[config.mk]
export PLATFORM = sky130hd
export DESIGN_NAME = pmicd_regs
export DESIGN_NICKNAME = d
export VERILOG_FILES = /design/src/pmicd_pkg.sv /design/src/pmicd_unlock.sv /design/src/pmicd_regs.sv
export SDC_FILE = /design/constraint.sdc
export NUM_CORES = 1
export LEC_CHECK = 0
export ABC_AREA = 0
export BUFFER_PORTS_ARGS = -buffer_cell sky130_fd_sc_hd__buf_2
export CAP_MARGIN = 15
export CELL_PAD_IN_SITES_DETAIL_PLACEMENT = 0
export CELL_PAD_IN_SITES_GLOBAL_PLACEMENT = 1
export CORE_MARGIN = 1.5
export CORE_UTILIZATION = 25
export CTS_CLUSTER_SIZE = 25
export DETAILED_ROUTE_END_ITERATION = 8
export PLACE_DENSITY_LB_ADDON = 0.1
export SETUP_SLACK_MARGIN = 0.2
export SYNTH_ARGS = -nofsm -noshare
export SYNTH_HDL_FRONTEND = slang
export SYNTH_HIERARCHICAL = 1
export SYNTH_SLANG_ARGS = --single-unit
[constraint.sdc]
create_clock -name mclk_i -period 1.3 [get_ports mclk_i]
set_input_delay 0.13 -clock mclk_i [delete_from_list [all_inputs] [get_ports mclk_i]]
set_output_delay 0.13 -clock mclk_i [all_outputs]
set_load 0.02 [all_outputs]
[src/pmicd_pkg.sv]
// Constants for the diagnostic and configuration register slice.
package pmicd_pkg;
    localparam logic [7:0] ADDR_MONITOR_MASKS = 8'h2D;
    localparam logic [7:0] ADDR_LOAD_SELECT = 8'h2E;
    localparam logic [7:0] ADDR_LOAD_HIGH = 8'h2F;
    localparam logic [7:0] ADDR_LOAD_LOW = 8'h30;
    localparam logic [7:0] ADDR_FREQ_REPORT = 8'h31;
    localparam logic [7:0] ADDR_BOOST_LIMIT = 8'h32;
    localparam logic [7:0] ADDR_OTP_STATUS = 8'h33;
    localparam logic [7:0] ADDR_UNLOCK_CODE = 8'h34;
    localparam logic [7:0] ADDR_PIN_DISABLE_CTRL = 8'h35;

    // Monitor mask bit positions.
    localparam int MON2_INVALID_BIT = 5;
    localparam int MON2_VALID_BIT = 4;
    localparam int MON1_INVALID_BIT = 3;
    localparam int MON1_VALID_BIT = 2;
    localparam int ANA_INVALID_BIT = 1;
    localparam int ANA_VALID_BIT = 0;
    localparam int MASK_WIDTH = 6;

    localparam int STEP_UP_FREQ_BIT = 2;
    localparam int DOUBLE_ERROR_BIT = 1;
    localparam int SINGLE_ERROR_BIT = 0;
    localparam int ALLOW_LOCKED_BIT = 1;
    localparam int ALLOW_BIT = 0;
    localparam int LOAD_WIDTH = 9;

    localparam logic [7:0] UNLOCK_FIRST = 8'h87;
    localparam logic [7:0] UNLOCK_SECOND = 8'h65;
    localparam logic [7:0] UNLOCK_THIRD = 8'h1B;

    localparam logic [7:0] READ_ZERO = 8'h00;
    localparam logic [5:0] MASK_RESET = 6'h00;
    localparam logic [1:0] SELECT_RESET = 2'h0;
    localparam logic [8:0] LOAD_RESET = 9'h000;
    localparam logic [1:0] LIMIT_RESET = 2'h0;
    localparam logic [1:0] BUCK_FREQ_RESET = 2'h0;

    // One-hot unlock sequence states.
    typedef enum logic [3:0] {
        PMICD_LOCKED = 4'b0001,
        PMICD_GOT_FIRST = 4'b0010,
        PMICD_GOT_SECOND = 4'b0100,
        PMICD_OPEN = 4'b1000
    } pmicd_unlock_t;
endpackage

[src/pmicd_unlock.sv]
// Three-write unlock sequencer for the watchdog pin-disable control bit.
`timescale 1ns/1ps
`default_nettype none
module pmicd_unlock (
    input wire logic mclk_i,
    input wire logic nrst_i,
    input wire logic code_wr_i,
    input wire logic [7:0] code_i,
    input wire logic watchdog_config_lock_i,
    output logic unlocked_o
);
    pmicd_pkg::pmicd_unlock_t state_r;
    pmicd_pkg::pmicd_unlock_t state_nxt;

    always_comb begin
        state_nxt = state_r;
        if (watchdog_config_lock_i) begin
            state_nxt = pmicd_pkg::PMICD_LOCKED;
        end else if (code_wr_i) begin
            unique case (state_r)
                pmicd_pkg::PMICD_LOCKED: begin
                    state_nxt = (code_i == pmicd_pkg::UNLOCK_FIRST) ? pmicd_pkg::PMICD_GOT_FIRST
                                                                    : pmicd_pkg::PMICD_LOCKED;
                end
                pmicd_pkg::PMICD_GOT_FIRST: begin
                    state_nxt = (code_i == pmicd_pkg::UNLOCK_SECOND) ? pmicd_pkg::PMICD_GOT_SECOND
                                                                     : pmicd_pkg::PMICD_LOCKED;
                end
                pmicd_pkg::PMICD_GOT_SECOND: begin
                    state_nxt = (code_i == pmicd_pkg::UNLOCK_THIRD) ? pmicd_pkg::PMICD_OPEN
                                                                    : pmicd_pkg::PMICD_LOCKED;
                end
                pmicd_pkg::PMICD_OPEN: begin
                    // Any further code write closes the lock again.
                    state_nxt = pmicd_pkg::PMICD_LOCKED;
                end
                default: begin
                    state_nxt = pmicd_pkg::PMICD_LOCKED;
                end
            endcase
        end
    end

    always_ff @(posedge mclk_i or negedge nrst_i) begin
        if (!nrst_i) begin
            state_r <= pmicd_pkg::PMICD_LOCKED;
        end else begin
            state_r <= state_nxt;
        end
    end

    assign unlocked_o = (state_r == pmicd_pkg::PMICD_OPEN);
endmodule
`default_nettype wire

[src/pmicd_regs.sv]
// Diagnostic masks, load-current measurement, frequency report, boost limit, OTP status and pin-disable unlock.
// Summary of operation
// Set mask bit suppresses its edge interrupt.
// Masks never alter live power-good status.
// Monitor one: bit3 invalid, bit2 valid.
// Analog supply: bit1 invalid, bit0 valid.
// Masks, frequencies, limit load from OTP.
// Select codes 0,2 buck0; 1,3 buck1.
// Writing select register starts a measurement.
// Nine-bit result, MSB in high register bit0.
// Low register holds eight LSBs, 20 mA/count.
// Bit2 reports boost frequency, 2 or 4 MHz.
// Two-bit buck frequency code, read only.
// Two-bit boost current limit, four steps.
// Status bit1 flags uncorrectable double error.
// Status bit0 flags corrected single error.
// Codes 87h, 65h, 1Bh in order unlock.
// Wrong code or config lock relocks.
// Unlock code register always reads zero.
// No unlocking while config lock set.
// Allow bit settable only when fully unlocked; here the OTP load also sets it while locked.
// Lock status reads one after reset.
// Result bytes update together on completion.
`timescale 1ns/1ps
`default_nettype none
module pmicd_regs (
    input wire logic mclk_i,
    input wire logic nrst_i,
    input wire logic [7:0] reg_addr_i,
    input wire logic [7:0] reg_wdata_i,
    input wire logic reg_wr_i,
    input wire logic reg_rd_i,
    output logic [7:0] reg_rdata_o,
    input wire logic otp_load_i,
    input wire logic [5:0] otp_monitor_masks_i,
    input wire logic otp_step_up_freq_code_i,
    input wire logic [1:0] otp_step_down_freq_code_i,
    input wire logic [1:0] otp_step_up_current_limit_i,
    input wire logic otp_pin_disable_allow_i,
    input wire logic otp_single_error_i,
    input wire logic otp_double_error_i,
    input wire logic [5:0] monitor_edge_event_i,
    output logic [5:0] monitor_irq_set_o,
    output logic [5:0] monitor_irq_masks_o,
    output logic meas_start_o,
    output logic meas_buck1_sel_o,
    input wire logic meas_done_i,
    input wire logic [8:0] meas_result_i,
    output logic step_up_freq_code_o,
    output logic [1:0] step_down_freq_code_o,
    output logic [1:0] step_up_current_limit_o,
    input wire logic watchdog_config_lock_i,
    output logic pin_disable_allow_o,
    output logic pin_disable_allow_locked_o
);
    logic [5:0] mask_r;
    logic [1:0] select_r;
    logic [8:0] load_r;
    logic step_up_freq_r;
    logic [1:0] step_down_freq_r;
    logic [1:0] limit_r;
    logic single_error_r;
    logic double_error_r;
    logic allow_r;
    logic start_r;
    logic [7:0] rdata_r;
    logic unlocked;
    logic wr_mask;
    logic wr_select;
    logic wr_limit;
    logic wr_code;
    logic wr_allow;

    assign wr_mask = reg_wr_i && (reg_addr_i == pmicd_pkg::ADDR_MONITOR_MASKS);
    assign wr_select = reg_wr_i && (reg_addr_i == pmicd_pkg::ADDR_LOAD_SELECT);
    assign wr_limit = reg_wr_i && (reg_addr_i == pmicd_pkg::ADDR_BOOST_LIMIT);
    assign wr_code = reg_wr_i && (reg_addr_i == pmicd_pkg::ADDR_UNLOCK_CODE);
    assign wr_allow = reg_wr_i && (reg_addr_i == pmicd_pkg::ADDR_PIN_DISABLE_CTRL);

    pmicd_unlock u_unlock (
        .mclk_i(mclk_i),
        .nrst_i(nrst_i),
        .code_wr_i(wr_code),
        .code_i(reg_wdata_i),
        .watchdog_config_lock_i(watchdog_config_lock_i),
        .unlocked_o(unlocked)
    );

    // Interrupt masks; defaults arrive with the OTP load strobe.
    always_ff @(posedge mclk_i or negedge nrst_i) begin
        if (!nrst_i) begin
            mask_r <= pmicd_pkg::MASK_RESET;
        end else if (otp_load_i) begin
            mask_r <= otp_monitor_masks_i;
        end else if (wr_mask) begin
            mask_r <= reg_wdata_i[pmicd_pkg::MASK_WIDTH-1:0];
        end
    end

    // Edge events pass only when unmasked; status paths never see the mask.
    assign monitor_irq_set_o = monitor_edge_event_i & ~mask_r;
    assign monitor_irq_masks_o = mask_r;

    // Measurement select: every write starts a conversion.
    always_ff @(posedge mclk_i or negedge nrst_i) begin
        if (!nrst_i) begin
            select_r <= pmicd_pkg::SELECT_RESET;
            start_r <= 1'b0;
        end else begin
            start_r <= wr_select;
            if (wr_select) begin
                select_r <= reg_wdata_i[1:0];
            end
        end
    end

    assign meas_start_o = start_r;
    assign meas_buck1_sel_o = select_r[0];

    // Both result bytes come from one nine-bit register written at once.
    always_ff @(posedge mclk_i or negedge nrst_i) begin
        if (!nrst_i) begin
            load_r <= pmicd_pkg::LOAD_RESET;
        end else if (meas_done_i) begin
            load_r <= meas_result_i;
        end
    end

    // Frequency report and boost limit.
    always_ff @(posedge mclk_i or negedge nrst_i) begin
        if (!nrst_i) begin
            step_up_freq_r <= 1'b0;
            step_down_freq_r <= pmicd_pkg::BUCK_FREQ_RESET;
            limit_r <= pmicd_pkg::LIMIT_RESET;
        end else if (otp_load_i) begin
            step_up_freq_r <= otp_step_up_freq_code_i;
            step_down_freq_r <= otp_step_down_freq_code_i;
            limit_r <= otp_step_up_current_limit_i;
        end else if (wr_limit) begin
            limit_r <= reg_wdata_i[1:0];
        end
    end

    assign step_up_freq_code_o = step_up_freq_r;
    assign step_down_freq_code_o = step_down_freq_r;
    assign step_up_current_limit_o = limit_r;

    // OTP error-correction flags follow the OTP controller.
    always_ff @(posedge mclk_i or negedge nrst_i) begin
        if (!nrst_i) begin
            single_error_r <= 1'b0;
            double_error_r <= 1'b0;
        end else begin
            single_error_r <= otp_single_error_i;
            double_error_r <= otp_double_error_i;
        end
    end

    // Pin-disable allow bit: a written one is taken only when both locks are open; OTP load sets it regardless.
    always_ff @(posedge mclk_i or negedge nrst_i) begin
        if (!nrst_i) begin
            allow_r <= 1'b0;
        end else if (otp_load_i) begin
            allow_r <= otp_pin_disable_allow_i;
        end else if (wr_allow) begin
            if (!reg_wdata_i[pmicd_pkg::ALLOW_BIT]) begin
                allow_r <= 1'b0;
            end else if (unlocked && !watchdog_config_lock_i) begin
                allow_r <= 1'b1;
            end
        end
    end

    assign pin_disable_allow_o = allow_r;
    assign pin_disable_allow_locked_o = ~unlocked;

    // Read data is registered one cycle after the read strobe.
    always_ff @(posedge mclk_i or negedge nrst_i) begin
        if (!nrst_i) begin
            rdata_r <= pmicd_pkg::READ_ZERO;
        end else if (reg_rd_i) begin
            rdata_r <= pmicd_pkg::READ_ZERO;
            unique case (reg_addr_i)
                pmicd_pkg::ADDR_MONITOR_MASKS: begin
                    rdata_r[pmicd_pkg::MASK_WIDTH-1:0] <= mask_r;
                end
                pmicd_pkg::ADDR_LOAD_SELECT: begin
                    rdata_r[1:0] <= select_r;
                end
                pmicd_pkg::ADDR_LOAD_HIGH: begin
                    rdata_r[0] <= load_r[pmicd_pkg::LOAD_WIDTH-1];
                end
                pmicd_pkg::ADDR_LOAD_LOW: begin
                    rdata_r <= load_r[7:0];
                end
                pmicd_pkg::ADDR_FREQ_REPORT: begin
                    rdata_r[pmicd_pkg::STEP_UP_FREQ_BIT] <= step_up_freq_r;
                    rdata_r[1:0] <= step_down_freq_r;
                end
                pmicd_pkg::ADDR_BOOST_LIMIT: begin
                    rdata_r[1:0] <= limit_r;
                end
                pmicd_pkg::ADDR_OTP_STATUS: begin
                    rdata_r[pmicd_pkg::DOUBLE_ERROR_BIT] <= double_error_r;
                    rdata_r[pmicd_pkg::SINGLE_ERROR_BIT] <= single_error_r;
                end
                pmicd_pkg::ADDR_UNLOCK_CODE: begin
                    rdata_r <= pmicd_pkg::READ_ZERO;
                end
                pmicd_pkg::ADDR_PIN_DISABLE_CTRL: begin
                    rdata_r[pmicd_pkg::ALLOW_LOCKED_BIT] <= ~unlocked;
                    rdata_r[pmicd_pkg::ALLOW_BIT] <= allow_r;
                end
                default: begin
                    rdata_r <= pmicd_pkg::READ_ZERO;
                end
            endcase
        end
    end

    assign reg_rdata_o = rdata_r;
endmodule
`default_nettype wire

# --- Word-level counts from Yosys, hierarchy flattened ---
# Index checks and enable logic that the tools add are counted.
classes:
  n_eq_ne: 17
  mux: 19
  n_bitwise: 3
  n_reduce_logical: 12
op_table:
  columns: ["operator", "count"]
  rows:
  - ["equality test 8 x 6 -> 1 bit, second input constant", 9]
  - ["2-to-1 mux 4 bit", 3]
  - ["2-to-1 mux 6 bit", 2]
  - ["case mux 4 bit (3 select lines)", 1]
  - ["equality test 8 x 5 -> 1 bit, second input constant", 1]
  - ["equality test 8 x 7 -> 1 bit, second input constant", 1]
  - ["equality test 8 bit, second input constant", 1]
  - ["2-to-1 mux 2 bit", 4]
  - ["case mux 1 bit (8 select lines)", 1]
  - ["nonzero test 2 bit", 4]
  - ["case mux 1 bit (7 select lines)", 1]
  - ["AND 6 bit", 1]
  - ["logical AND 1 bit", 6]
  - ["NOT 6 bit", 1]
  - ["case mux 3 bit (2 select lines)", 1]
  - ["equality test 4 x 1 -> 1 bit, second input constant", 1]
  - ["equality test 4 x 2 -> 1 bit, second input constant", 1]
  - ["equality test 4 x 3 -> 1 bit, second input constant", 1]
  - ["equality test 4 bit, second input constant", 1]
  - ["2-to-1 mux 1 bit", 4]
  - ["2-to-1 mux 3 bit", 1]
  - ["inequality test 3 x 1 -> 1 bit, second input constant", 1]
  - ["case mux 1 bit (3 select lines)", 1]
  - ["AND reduction 2 bit", 1]
  - ["2 further kinds", 2]
word_totals:
  regBits: 38
  inputBits: 52
  out_inout_bits: 29

# --- Longest topological paths before layout ---
# Gate-level depths: netlist (run 1).
depth:
  ltp_word: 6
  ltp_mapped: 7

# --- Modules after synthesis ---
# Netlist (run 1), hierarchy kept.
by_module_without_submodules:
  columns: ["module", "instances", "cells_per_inst", "area_per_inst_um2"]
  rows:
  - ["pmicd_regs", 1, 163, 1761.7]
  - ["pmicd_unlock", 1, 27, 266.5]

# --- Worst setup path after synthesis (run 1) ---
# Ideal clock, no wire load.
synth_path:
  path_type: "input -> register"
  start: "in reg_addr_i[7]"
  end: "reg u_unlock.state_r[0]"
  arrival_time_ns: 2.111
  setup_slack_ns: -0.889
  cell_stages: 7
  path_cell_list: "or3b_1 -> buf_6 -> nor4_1 -> or4b_4 -> nor3b_2 -> o21ai_1 -> a31o_1"
synth_between:
  elab_chain_len: 3
synth_lines:
  columns: ["item", "line_no", "text"]
  rows:
  - ["start: declaration", "pmicd_regs.sv:29", "input wire logic [7:0] reg_addr_i,"]
  - ["equality test 8 x 6 -> 1 bit", "pmicd_regs.sv:77", "assign wr_code = reg_wr_i && (reg_addr_i == pmicd_pkg::ADDR_UNLOCK_CODE);"]
  - ["logical AND 1 bit", "pmicd_regs.sv:77", null]
  - ["via wr_code", "pmicd_regs.sv:71", "logic wr_code;"]
  - ["nonzero test 2 bit (no source line)", null, null]
  - ["end signal: assignment", "pmicd_unlock.sv:46", "state_r <= pmicd_pkg::PMICD_LOCKED;"]
  - ["end signal: assignment", "pmicd_unlock.sv:48", "state_r <= state_nxt;"]
  - ["end: declaration", "pmicd_unlock.sv:12", "pmicd_pkg::pmicd_unlock_t state_r;"]
# The timed path passes the listed nets, and every way through them passes these cells.
# A chain may end at the register's enable or synchronous reset.

# --- Final worst setup path (run 1) ---
layout_path:
  start: "in reg_addr_i[6]"
  end: "reg u_unlock.state_r[0]"
# The elaborated chain is that of the path after synthesis.

==> flow_summary.html, run 1 <==
<table>
<tr><th>Metric</th><th>Value</th></tr>
<tr><th colspan="2">Run status</th></tr>
<tr><td>Outcome</td><td>finished, violations left</td></tr>
<tr><td>Violated checks</td><td>setup timing</td></tr>
<tr><th colspan="2">GRT</th></tr>
<tr><td>GRT Residual Overflow</td><td>0</td></tr>
<tr><td>Total routing usage reported by global routing</td><td>0.1555</td></tr>
<tr><td>Largest net degree at the start of global routing</td><td>19</td></tr>
<tr><td>Vias in the first global route</td><td>1980</td></tr>
<tr><td>Initial antenna violation count</td><td>0</td></tr>
<tr><td>Wire length of the first global-routing pass</td><td>10180 µm</td></tr>
<tr><th colspan="2">Synthesis</th></tr>
<tr><td>Count leader, synth</td><td>dfrtp_1</td></tr>
<tr><td>Synth top area cells</td><td>dfrtp_1 46%, mux2_2 6.1%, mux2i_1 5.9%, nor4_4 3.1%, nand2_1 3.0%</td></tr>
<tr><td>Number of enable-type register cells in the synthesized netlist</td><td>0</td></tr>
<tr><td>Synth Area per Inst</td><td>10.67 µm²</td></tr>
<tr><td>Yosys reg bits</td><td>38</td></tr>
<tr><td>Sequential fraction of the synthesis area</td><td>0.4695</td></tr>
<tr><td>Top cells by instance count after synthesis</td><td>37 x dfrtp_1, 16 x nand2_1, 12 x mux2i_1</td></tr>
<tr><td>Post-synthesis instance total</td><td>190</td></tr>
<tr><td>Post-synthesis net count</td><td>242</td></tr>
<tr><td>Fraction of post-synthesis cell area in the top cell type by area</td><td>0.4565</td></tr>
<tr><td>Cell area after synthesis</td><td>2028 µm²</td></tr>
<tr><td>Flip-flop cell with the highest count after synthesis</td><td>dfrtp_1</td></tr>
<tr><td>Count of distinct cell types in the synthesized netlist</td><td>49</td></tr>
<tr><td>Synth area leader</td><td>dfrtp_1</td></tr>
<tr><td>Share of flip-flops with an asynchronous set or reset</td><td>1.000</td></tr>
<tr><td>Yosys synthesis warning count</td><td>6</td></tr>
<tr><th colspan="2">Die</th></tr>
<tr><td>I/O pin count</td><td>81</td></tr>
<tr><td>Vertical die dimension</td><td>93.07 µm</td></tr>
<tr><td>Effective utilization at floorplan</td><td>0.2598</td></tr>
<tr><td>Number of placement rows</td><td>32</td></tr>
<tr><td>Area of the placeable core</td><td>7807 µm²</td></tr>
<tr><td>Die X-Extent</td><td>93.07 µm</td></tr>
<tr><td>Die area</td><td>8662 µm²</td></tr>
<tr><th colspan="2">Worst setup path</th></tr>
<tr><td>Cell at the slowest stage of the critical path</td><td>or4b_4</td></tr>
<tr><td>Critical path class</td><td>in2reg</td></tr>
<tr><td>Data arrival time at the worst-slack endpoint</td><td>1.84 ns</td></tr>
<tr><td>Ordered cell list for the critical path</td><td>buf_6 -&gt; or3b_4 -&gt; nor4_4 -&gt; or4b_4 -&gt; nor3b_2 -&gt; o21ai_1 -&gt; a31o_1</td></tr>
<tr><td>Longest individual stage delay on the worst path</td><td>0.50 ns</td></tr>
<tr><td>CP Capture Type</td><td>flop</td></tr>
<tr><td>Kind of launch point of the worst setup path</td><td>input port</td></tr>
<tr><td>Sum of buffers and inverters on the critical path</td><td>1</td></tr>
<tr><td>R2r worst-path depth</td><td>4</td></tr>
<tr><td>Reg-to-reg critical path startpoint</td><td>u_unlock/state_r[2]$_DFFE_PN0P_</td></tr>
<tr><td>Setup crit start</td><td>reg_addr_i[6]</td></tr>
<tr><td>Register-to-register setup slack</td><td>-0.23 ns</td></tr>
<tr><td>Family of cells with the greatest summed delay on the critical path</td><td>simple AND/OR/NAND/NOR gates</td></tr>
<tr><td>Reg2Reg Capture Point</td><td>u_unlock/state_r[0]$_DFFE_PN1P_</td></tr>
<tr><td>Crit path required time</td><td>1.52 ns</td></tr>
<tr><td>Largest driver fanout on the critical path</td><td>2</td></tr>
<tr><th colspan="2">Run</th></tr>
<tr><td>Total of max-cap violations</td><td>0</td></tr>
<tr><th colspan="2">Route</th></tr>
<tr><td>Drc violations</td><td>0</td></tr>
<tr><td>Overall routed net length</td><td>6246 µm</td></tr>
<tr><td>Iteration count of the initial detailed-routing pass</td><td>4</td></tr>
<tr><td>Count of antenna-violating nets left after detailed routing</td><td>0</td></tr>
<tr><td>Via density</td><td>4.531</td></tr>
<tr><td>Wire length per cell</td><td>15.01 µm</td></tr>
<tr><td>1st-iter DRT viols</td><td>46</td></tr>
<tr><td>Vias after detailed routing</td><td>1885</td></tr>
<tr><th colspan="2">Timing</th></tr>
<tr><td>Max Clock Freq</td><td>618.6 MHz</td></tr>
<tr><td>Number of hold violations in the final report</td><td>0</td></tr>
<tr><td>Worst slew pin tran</td><td>0.4619 ns</td></tr>
<tr><td>Endpoints failing setup</td><td>6</td></tr>
<tr><td>Setup Skew</td><td>0.008238 ns</td></tr>
<tr><td>Final setup margin</td><td>-0.3166 ns</td></tr>
<tr><td>Minimum clock period after layout</td><td>1.617 ns</td></tr>
<tr><td>Unrepaired setup endpoints after global routing</td><td>true</td></tr>
<tr><td>Pins Over Slew Limit</td><td>0</td></tr>
<tr><td>Worst relative slew slack</td><td>0.6921</td></tr>
<tr><td>Fin Setup TNS</td><td>-1.193 ns</td></tr>
<tr><td>Final worst-path cycle share</td><td>1.244</td></tr>
<tr><th colspan="2">Finish</th></tr>
<tr><td>Post-route cell area</td><td>3132 µm²</td></tr>
<tr><td>Finished Core Util</td><td>0.4011</td></tr>
<tr><td>Final std cells w/o fill</td><td>416</td></tr>
<tr><td>Final net count</td><td>365</td></tr>
<tr><td>Total of fill cells in the finished design</td><td>836</td></tr>
<tr><td>Share of post-route cells with drive strength above 1</td><td>0.5446</td></tr>
<tr><td>Area Overhead vs Synth</td><td>54.41%</td></tr>
<tr><td>Final antenna diode count</td><td>0</td></tr>
<tr><th colspan="2">Clock network</th></tr>
<tr><td>Clock tree from TritonCTS</td><td>done</td></tr>
<tr><td>Clock network latency to the later pin of the worst-skew pair</td><td>0.29 ns</td></tr>
<tr><td>Count of H-tree levels built during CTS</td><td>2</td></tr>
<tr><td>Number of buffers inserted during clock tree synthesis</td><td>5</td></tr>
<tr><td>Clock-pin transition on the worst setup and hold timing paths</td><td>0.07 ns</td></tr>
<tr><td>Maximum clock insertion buffer count</td><td>2</td></tr>
<tr><td>TritonCTS Sinks</td><td>38</td></tr>
<tr><td>Cell at the root of the clock tree</td><td>clkbuf_8</td></tr>
<tr><th colspan="2">Pwr</th></tr>
<tr><td>Leakage power of the design</td><td>1.460 nW</td></tr>
<tr><td>Total chip power</td><td>2.847 mW</td></tr>
<tr><td>Total power density per cell area</td><td>909.0 nW/µm²</td></tr>
<tr><td>IR drop worst, VDD</td><td>0.3180 mV</td></tr>
<tr><th colspan="2">Min path</th></tr>
<tr><td>Min-Delay Endpoint</td><td>step_up_freq_code_o$_DFFE_PN0P_</td></tr>
<tr><td>Start point of the worst min-delay path</td><td>otp_step_up_freq_code_i</td></tr>
<tr><td>Classification of the worst-slack hold path</td><td>in2reg</td></tr>
<tr><td>Number of cells on the worst hold path</td><td>3</td></tr>
<tr><th colspan="2">Placed design</th></tr>
<tr><td>Port bufs</td><td>80</td></tr>
<tr><td>Estimated wirelength of the detail-placed design</td><td>4815 µm</td></tr>
<tr><td>Placed Cells</td><td>396</td></tr>
<tr><td>Final weighted congestion in routability-driven placement</td><td>0.7755</td></tr>
<tr><td>Placed inst area</td><td>2810 µm²</td></tr>
</table>
-- cell usage in the layout (no fill, tap or decap), types with 6 or more instances in the layout --
cell type,Yosys,routed
buf_2,6,69
buf_4,0,44
dfrtp_1,37,34
nand2_1,16,16
mux2i_1,12,12
mux2_2,11,11
o21ai_1,10,10
buf_6,1,9
a21oi_1,9,8
nor2b_1,7,7
nor2_1,7,7
inv_1,6,6
nand2b_1,6,6
clkbuf_8,0,6
-- what timing repair did --
action | 4_1_cts | 5_1_grt
pin swaps | 8 | 4
gates resized for setup | 23 | 11
buffers inserted | 7 | 2
hold buffers | 3 | 0
endpoints found under the setup margin | 27 | 27
hold endpoints to repair | 17 | 0
-- per-layer routing --
layer	track usage	vias to the layer above	share of wire
li1	-	937	-
met1	0.2140	897	0.49
met2	0.2451	44	0.46
met3	0.03089	7	0.043
met4	0.04798	0	0.010
met5	0	-	0
-- state kept, by name, summed over array words and instances, names as in the netlist, 2 cells and up --
name	flops
load_r	9
monitor_irq_masks_o	6
reg_rdata_o	8
select_r	2
step_down_freq_code_o	2
step_up_current_limit_o	2
u_unlock/state_r	4
-- per-stage QoR --
stage	worst slack (ns)	hold WS, ns
after floorplan	-0.7111	-0.1656
after global placement	-0.7638	0.1079
after detailed placement	-0.7637	0.1092
after CTS	-0.3171	0.03715
after global routing	-0.3633	0.05355
final	-0.3166	0.04576
-- worst register-to-register path, cell delays in order (launching register included) --
cell and delay, ns:
dfrtp_1 0.41, or4b_4 0.53, nor3b_2 0.21, o21ai_1 0.10, a31o_1 0.22
-- cell families after synthesis --
logic type	synth area share
AOI/OAI and AO/OA	0.1135
buffers and inverters	0.03886
DFF	0.4695
muxes	0.1425
and+or+nand+nor	0.2357
-- worst max path at each step --
stage,slack [ns],endpoint,depth (start not counted)
2_1_floorplan,-0.71,u_unlock/state_r[0]$_DFFE_PN1P_,7
3_3_place_gp,-0.76,u_unlock/state_r[0]$_DFFE_PN1P_,7
3_5_place_dp,-0.76,u_unlock/state_r[0]$_DFFE_PN1P_,7
4_1_cts,-0.32,u_unlock/state_r[0]$_DFFE_PN1P_,7
5_1_grt,-0.36,u_unlock/state_r[0]$_DFFE_PN1P_,7
6_report,-0.32,u_unlock/state_r[0]$_DFFE_PN1P_,7
-- final cells by class --
class / count / area [µm²] / area share
inverters: 6 / 22.52 / 0.007191
flip-flops and latches: 38 / 955.9 / 0.3052
multi-input cells: 135 / 1084 / 0.3460
well taps: 102 / 127.6 / 0.04075
clock buffers: 6 / 82.58 / 0.02637
repair buffers: 127 / 847.1 / 0.2705
clock inverters: 2 / 12.51 / 0.003995
-- report_power, final --
| group | internal, mW | total (mW) | switching [mW] |
|---|---|---|---|
| logic | 0.326 | 0.660 | 0.335 |
| clock network | 0.427 | 0.862 | 0.436 |
| registers | 1.26 | 1.32 | 0.0590 |
Note: power is estimated with default switching activity, not from simulation.
==> inputs of run 2 (changes only) <==
--- a/config.mk
+++ b/config.mk
@@ -16,6 +16,7 @@
 export DETAILED_ROUTE_END_ITERATION = 8
 export PLACE_DENSITY_LB_ADDON = 0.1
 export SETUP_SLACK_MARGIN = 0.2
+export SKIP_CTS_REPAIR_TIMING = 1
 export SYNTH_ARGS = -nofsm -noshare
 export SYNTH_HDL_FRONTEND = slang
 export SYNTH_HIERARCHICAL = 1
==> flow_summary.html, run 2 (synthesized netlist as in run 1, its figures left out) <==
<table>
<tr><th>Metric</th><th>Value</th></tr>
<tr><th colspan="2">Timing</th></tr>
<tr><td>Minimum clock period after layout</td><td>1.616 ns</td></tr>
<tr><td>Setup Skew</td><td>0.005347 ns</td></tr>
<tr><td>Number of hold violations in the final report</td><td>0</td></tr>
<tr><td>Unrepaired setup endpoints after global routing</td><td>true</td></tr>
<tr><td>Final setup margin</td><td>-0.3156 ns</td></tr>
<tr><td>Pins Over Slew Limit</td><td>0</td></tr>
<tr><td>Worst relative slew slack</td><td>0.6895</td></tr>
<tr><td>Final worst-path cycle share</td><td>1.243</td></tr>
<tr><td>Worst slew pin tran</td><td>0.4658 ns</td></tr>
<tr><td>Max Clock Freq</td><td>619.0 MHz</td></tr>
<tr><td>Tightest hold margin</td><td>0.04578 ns</td></tr>
<tr><td>Endpoints failing setup</td><td>6</td></tr>
<tr><td>Fin Setup TNS</td><td>-1.184 ns</td></tr>
<tr><th colspan="2">Worst setup path</th></tr>
<tr><td>CP Capture Type</td><td>flop</td></tr>
<tr><td>Cell at the slowest stage of the critical path</td><td>or4b_4</td></tr>
<tr><td>Ordered cell list for the critical path</td><td>buf_2 -&gt; or2_4 -&gt; nor4_4 -&gt; or4b_4 -&gt; nor3b_2 -&gt; o21ai_1 -&gt; a31o_1</td></tr>
<tr><td>Longest individual stage delay on the worst path</td><td>0.50 ns</td></tr>
<tr><td>Sum of buffers and inverters on the critical path</td><td>1</td></tr>
<tr><td>Largest driver fanout on the critical path</td><td>2</td></tr>
<tr><td>Kind of launch point of the worst setup path</td><td>input port</td></tr>
<tr><td>Family of cells with the greatest summed delay on the critical path</td><td>simple AND/OR/NAND/NOR gates</td></tr>
<tr><td>Critical path class</td><td>in2reg</td></tr>
<tr><td>Data arrival time at the worst-slack endpoint</td><td>1.84 ns</td></tr>
<tr><td>Crit path required time</td><td>1.52 ns</td></tr>
<tr><th colspan="2">Clock network</th></tr>
<tr><td>Clock network latency to the later pin of the worst-skew pair</td><td>0.29 ns</td></tr>
<tr><td>Count of H-tree levels built during CTS</td><td>2</td></tr>
<tr><td>Clock-pin transition on the worst setup and hold timing paths</td><td>0.07 ns</td></tr>
<tr><td>Clock tree from TritonCTS</td><td>done</td></tr>
<tr><td>Cell at the root of the clock tree</td><td>clkbuf_8</td></tr>
<tr><td>Maximum clock insertion buffer count</td><td>2</td></tr>
<tr><td>TritonCTS Sinks</td><td>38</td></tr>
<tr><td>Number of buffers inserted during clock tree synthesis</td><td>5</td></tr>
<tr><th colspan="2">Run status</th></tr>
<tr><td>Violated checks</td><td>setup timing</td></tr>
<tr><td>Outcome</td><td>finished, violations left</td></tr>
<tr><th colspan="2">Route</th></tr>
<tr><td>Count of antenna-violating nets left after detailed routing</td><td>0</td></tr>
<tr><td>Wire length per cell</td><td>14.87 µm</td></tr>
<tr><td>Iteration count of the initial detailed-routing pass</td><td>4</td></tr>
<tr><td>Drc violations</td><td>0</td></tr>
<tr><td>Vias after detailed routing</td><td>1874</td></tr>
<tr><td>1st-iter DRT viols</td><td>24</td></tr>
<tr><td>Overall routed net length</td><td>6187 µm</td></tr>
<tr><td>Via density</td><td>4.505</td></tr>
<tr><th colspan="2">Finish</th></tr>
<tr><td>Area Overhead vs Synth</td><td>54.10%</td></tr>
<tr><td>Most frequent standard cell in the layout excluding fill and tap cells</td><td>buf_2</td></tr>
<tr><td>Area occupied by multi-input gates</td><td>1080 µm²</td></tr>
<tr><td>Number of flip-flops in the largest register</td><td>9</td></tr>
<tr><td>Post-route cell area</td><td>3126 µm²</td></tr>
<tr><td>Total of fill cells in the finished design</td><td>835</td></tr>
<tr><td>Footprint of the flip-flops and latches</td><td>955.9 µm²</td></tr>
<tr><td>Final antenna diode count</td><td>0</td></tr>
<tr><td>Register containing the most flip-flops in the final layout</td><td>load_r</td></tr>
<tr><td>Top library cells by usage in the layout, fill and taps aside</td><td>70 x buf_2, 43 x buf_4, 34 x dfrtp_1</td></tr>
<tr><td>Finished Core Util</td><td>0.4003</td></tr>
<tr><td>Share of post-route cells with drive strength above 1</td><td>0.5414</td></tr>
<tr><td>Final net count</td><td>365</td></tr>
<tr><th colspan="2">Die</th></tr>
<tr><td>Area of the placeable core</td><td>7807 µm²</td></tr>
<tr><td>I/O pin count</td><td>81</td></tr>
<tr><td>Number of placement rows</td><td>32</td></tr>
<tr><td>Effective utilization at floorplan</td><td>0.2598</td></tr>
<tr><td>Die X-Extent</td><td>93.07 µm</td></tr>
<tr><td>Vertical die dimension</td><td>93.07 µm</td></tr>
<tr><td>Die area</td><td>8662 µm²</td></tr>
<tr><th colspan="2">Placed design</th></tr>
<tr><td>Placed inst area</td><td>2810 µm²</td></tr>
<tr><td>Port bufs</td><td>80</td></tr>
<tr><td>Estimated wirelength of the detail-placed design</td><td>4815 µm</td></tr>
<tr><td>Final weighted congestion in routability-driven placement</td><td>0.7755</td></tr>
<tr><th colspan="2">Pwr</th></tr>
<tr><td>IR drop worst, VDD</td><td>0.3177 mV</td></tr>
<tr><td>Total power density per cell area</td><td>909.4 nW/µm²</td></tr>
<tr><td>Leakage power of the design</td><td>1.458 nW</td></tr>
<tr><th colspan="2">GRT</th></tr>
<tr><td>Largest net degree at the start of global routing</td><td>19</td></tr>
<tr><td>Vias in the first global route</td><td>1908</td></tr>
<tr><td>Initial antenna violation count</td><td>0</td></tr>
<tr><td>Total routing usage reported by global routing</td><td>0.1530</td></tr>
<tr><td>GRT Residual Overflow</td><td>0</td></tr>
<tr><td>Wire length of the first global-routing pass</td><td>9970 µm</td></tr>
<tr><th colspan="2">Run</th></tr>
<tr><td>Total of max-cap violations</td><td>0</td></tr>
<tr><th colspan="2">Min path</th></tr>
<tr><td>Classification of the worst-slack hold path</td><td>in2reg</td></tr>
</table>
[run 2: cell types whose count changed in the layout (fill, tap and decap cells not counted)]
| cell | previous run | this run |
|---|---|---|
| a21oi_1 | 8 | 9 |
| buf_2 | 69 | 70 |
| a21oi_2 | 1 | 0 |
| buf_4 | 44 | 43 |
[run 2: path summary, 6_finish.rpt]
path                       slack (ns)                            start  depth (start not counted)                         endpoint
min                              0.05          otp_step_up_freq_code_i                          3  step_up_freq_code_o$_DFFE_PN0P_
max reg2reg                     -0.23  u_unlock/state_r[2]$_DFFE_PN0P_                          4  u_unlock/state_r[0]$_DFFE_PN1P_
max                             -0.32                    reg_addr_i[1]                          7  u_unlock/state_r[0]$_DFFE_PN1P_
max in group asynchronous        0.50                           nrst_i                          3            load_r[7]$_DFFE_PN0P_
min in group asynchronous        0.31                           nrst_i                          2            load_r[8]$_DFFE_PN0P_
min reg2reg                      0.51            load_r[1]$_DFFE_PN0P_                          1            load_r[1]$_DFFE_PN0P_
[run 2: worst reg2reg max path, stage by stage, from the launching register on]
cell and delay, ns:
dfrtp_1 0.41, or4b_4 0.52, nor3b_2 0.21, o21ai_1 0.10, a31o_1 0.22
[run 2: layer usage]
layer | global-route usage | part of all wire | vias to the layer above
met1 | 0.2143 | 0.49 | 885
met5 | 0 | 0 | -
li1 | - | - | 934
met2 | 0.2378 | 0.45 | 48
met4 | 0.04545 | 0.010 | 0
met3 | 0.03008 | 0.046 | 7
[run 2: cell type report]
| class | instances | share of cell area |
|---|---|---|
| Multi-Input combinational cell | 135 | 0.3455 |
| Sequential cell | 38 | 0.3058 |
| Timing Repair Buffer | 127 | 0.2702 |
| Tap cell | 102 | 0.04083 |
| Clock buffer | 6 | 0.02642 |
| Inverter | 6 | 0.007206 |
| Clock inverter | 2 | 0.004003 |
[run 2: per-stage QoR]
step	setup WS (ns)	power, mW	instances
2_1_floorplan	-0.7111	1.628	190
3_3_place_gp	-0.7638	1.921	396
3_5_place_dp	-0.7637	1.925	396
4_1_cts	-0.4694	2.805	404
5_1_grt	-0.3620	3.016	416
6_report	-0.3156	2.842	416
[run 2: report_power, final]
group,total (mW),internal [mW],switching [mW]
Combinational,0.661,0.328,0.332
Sequential,1.33,1.26,0.0616
Clock,0.855,0.426,0.429
Total,2.84,2.02,0.823
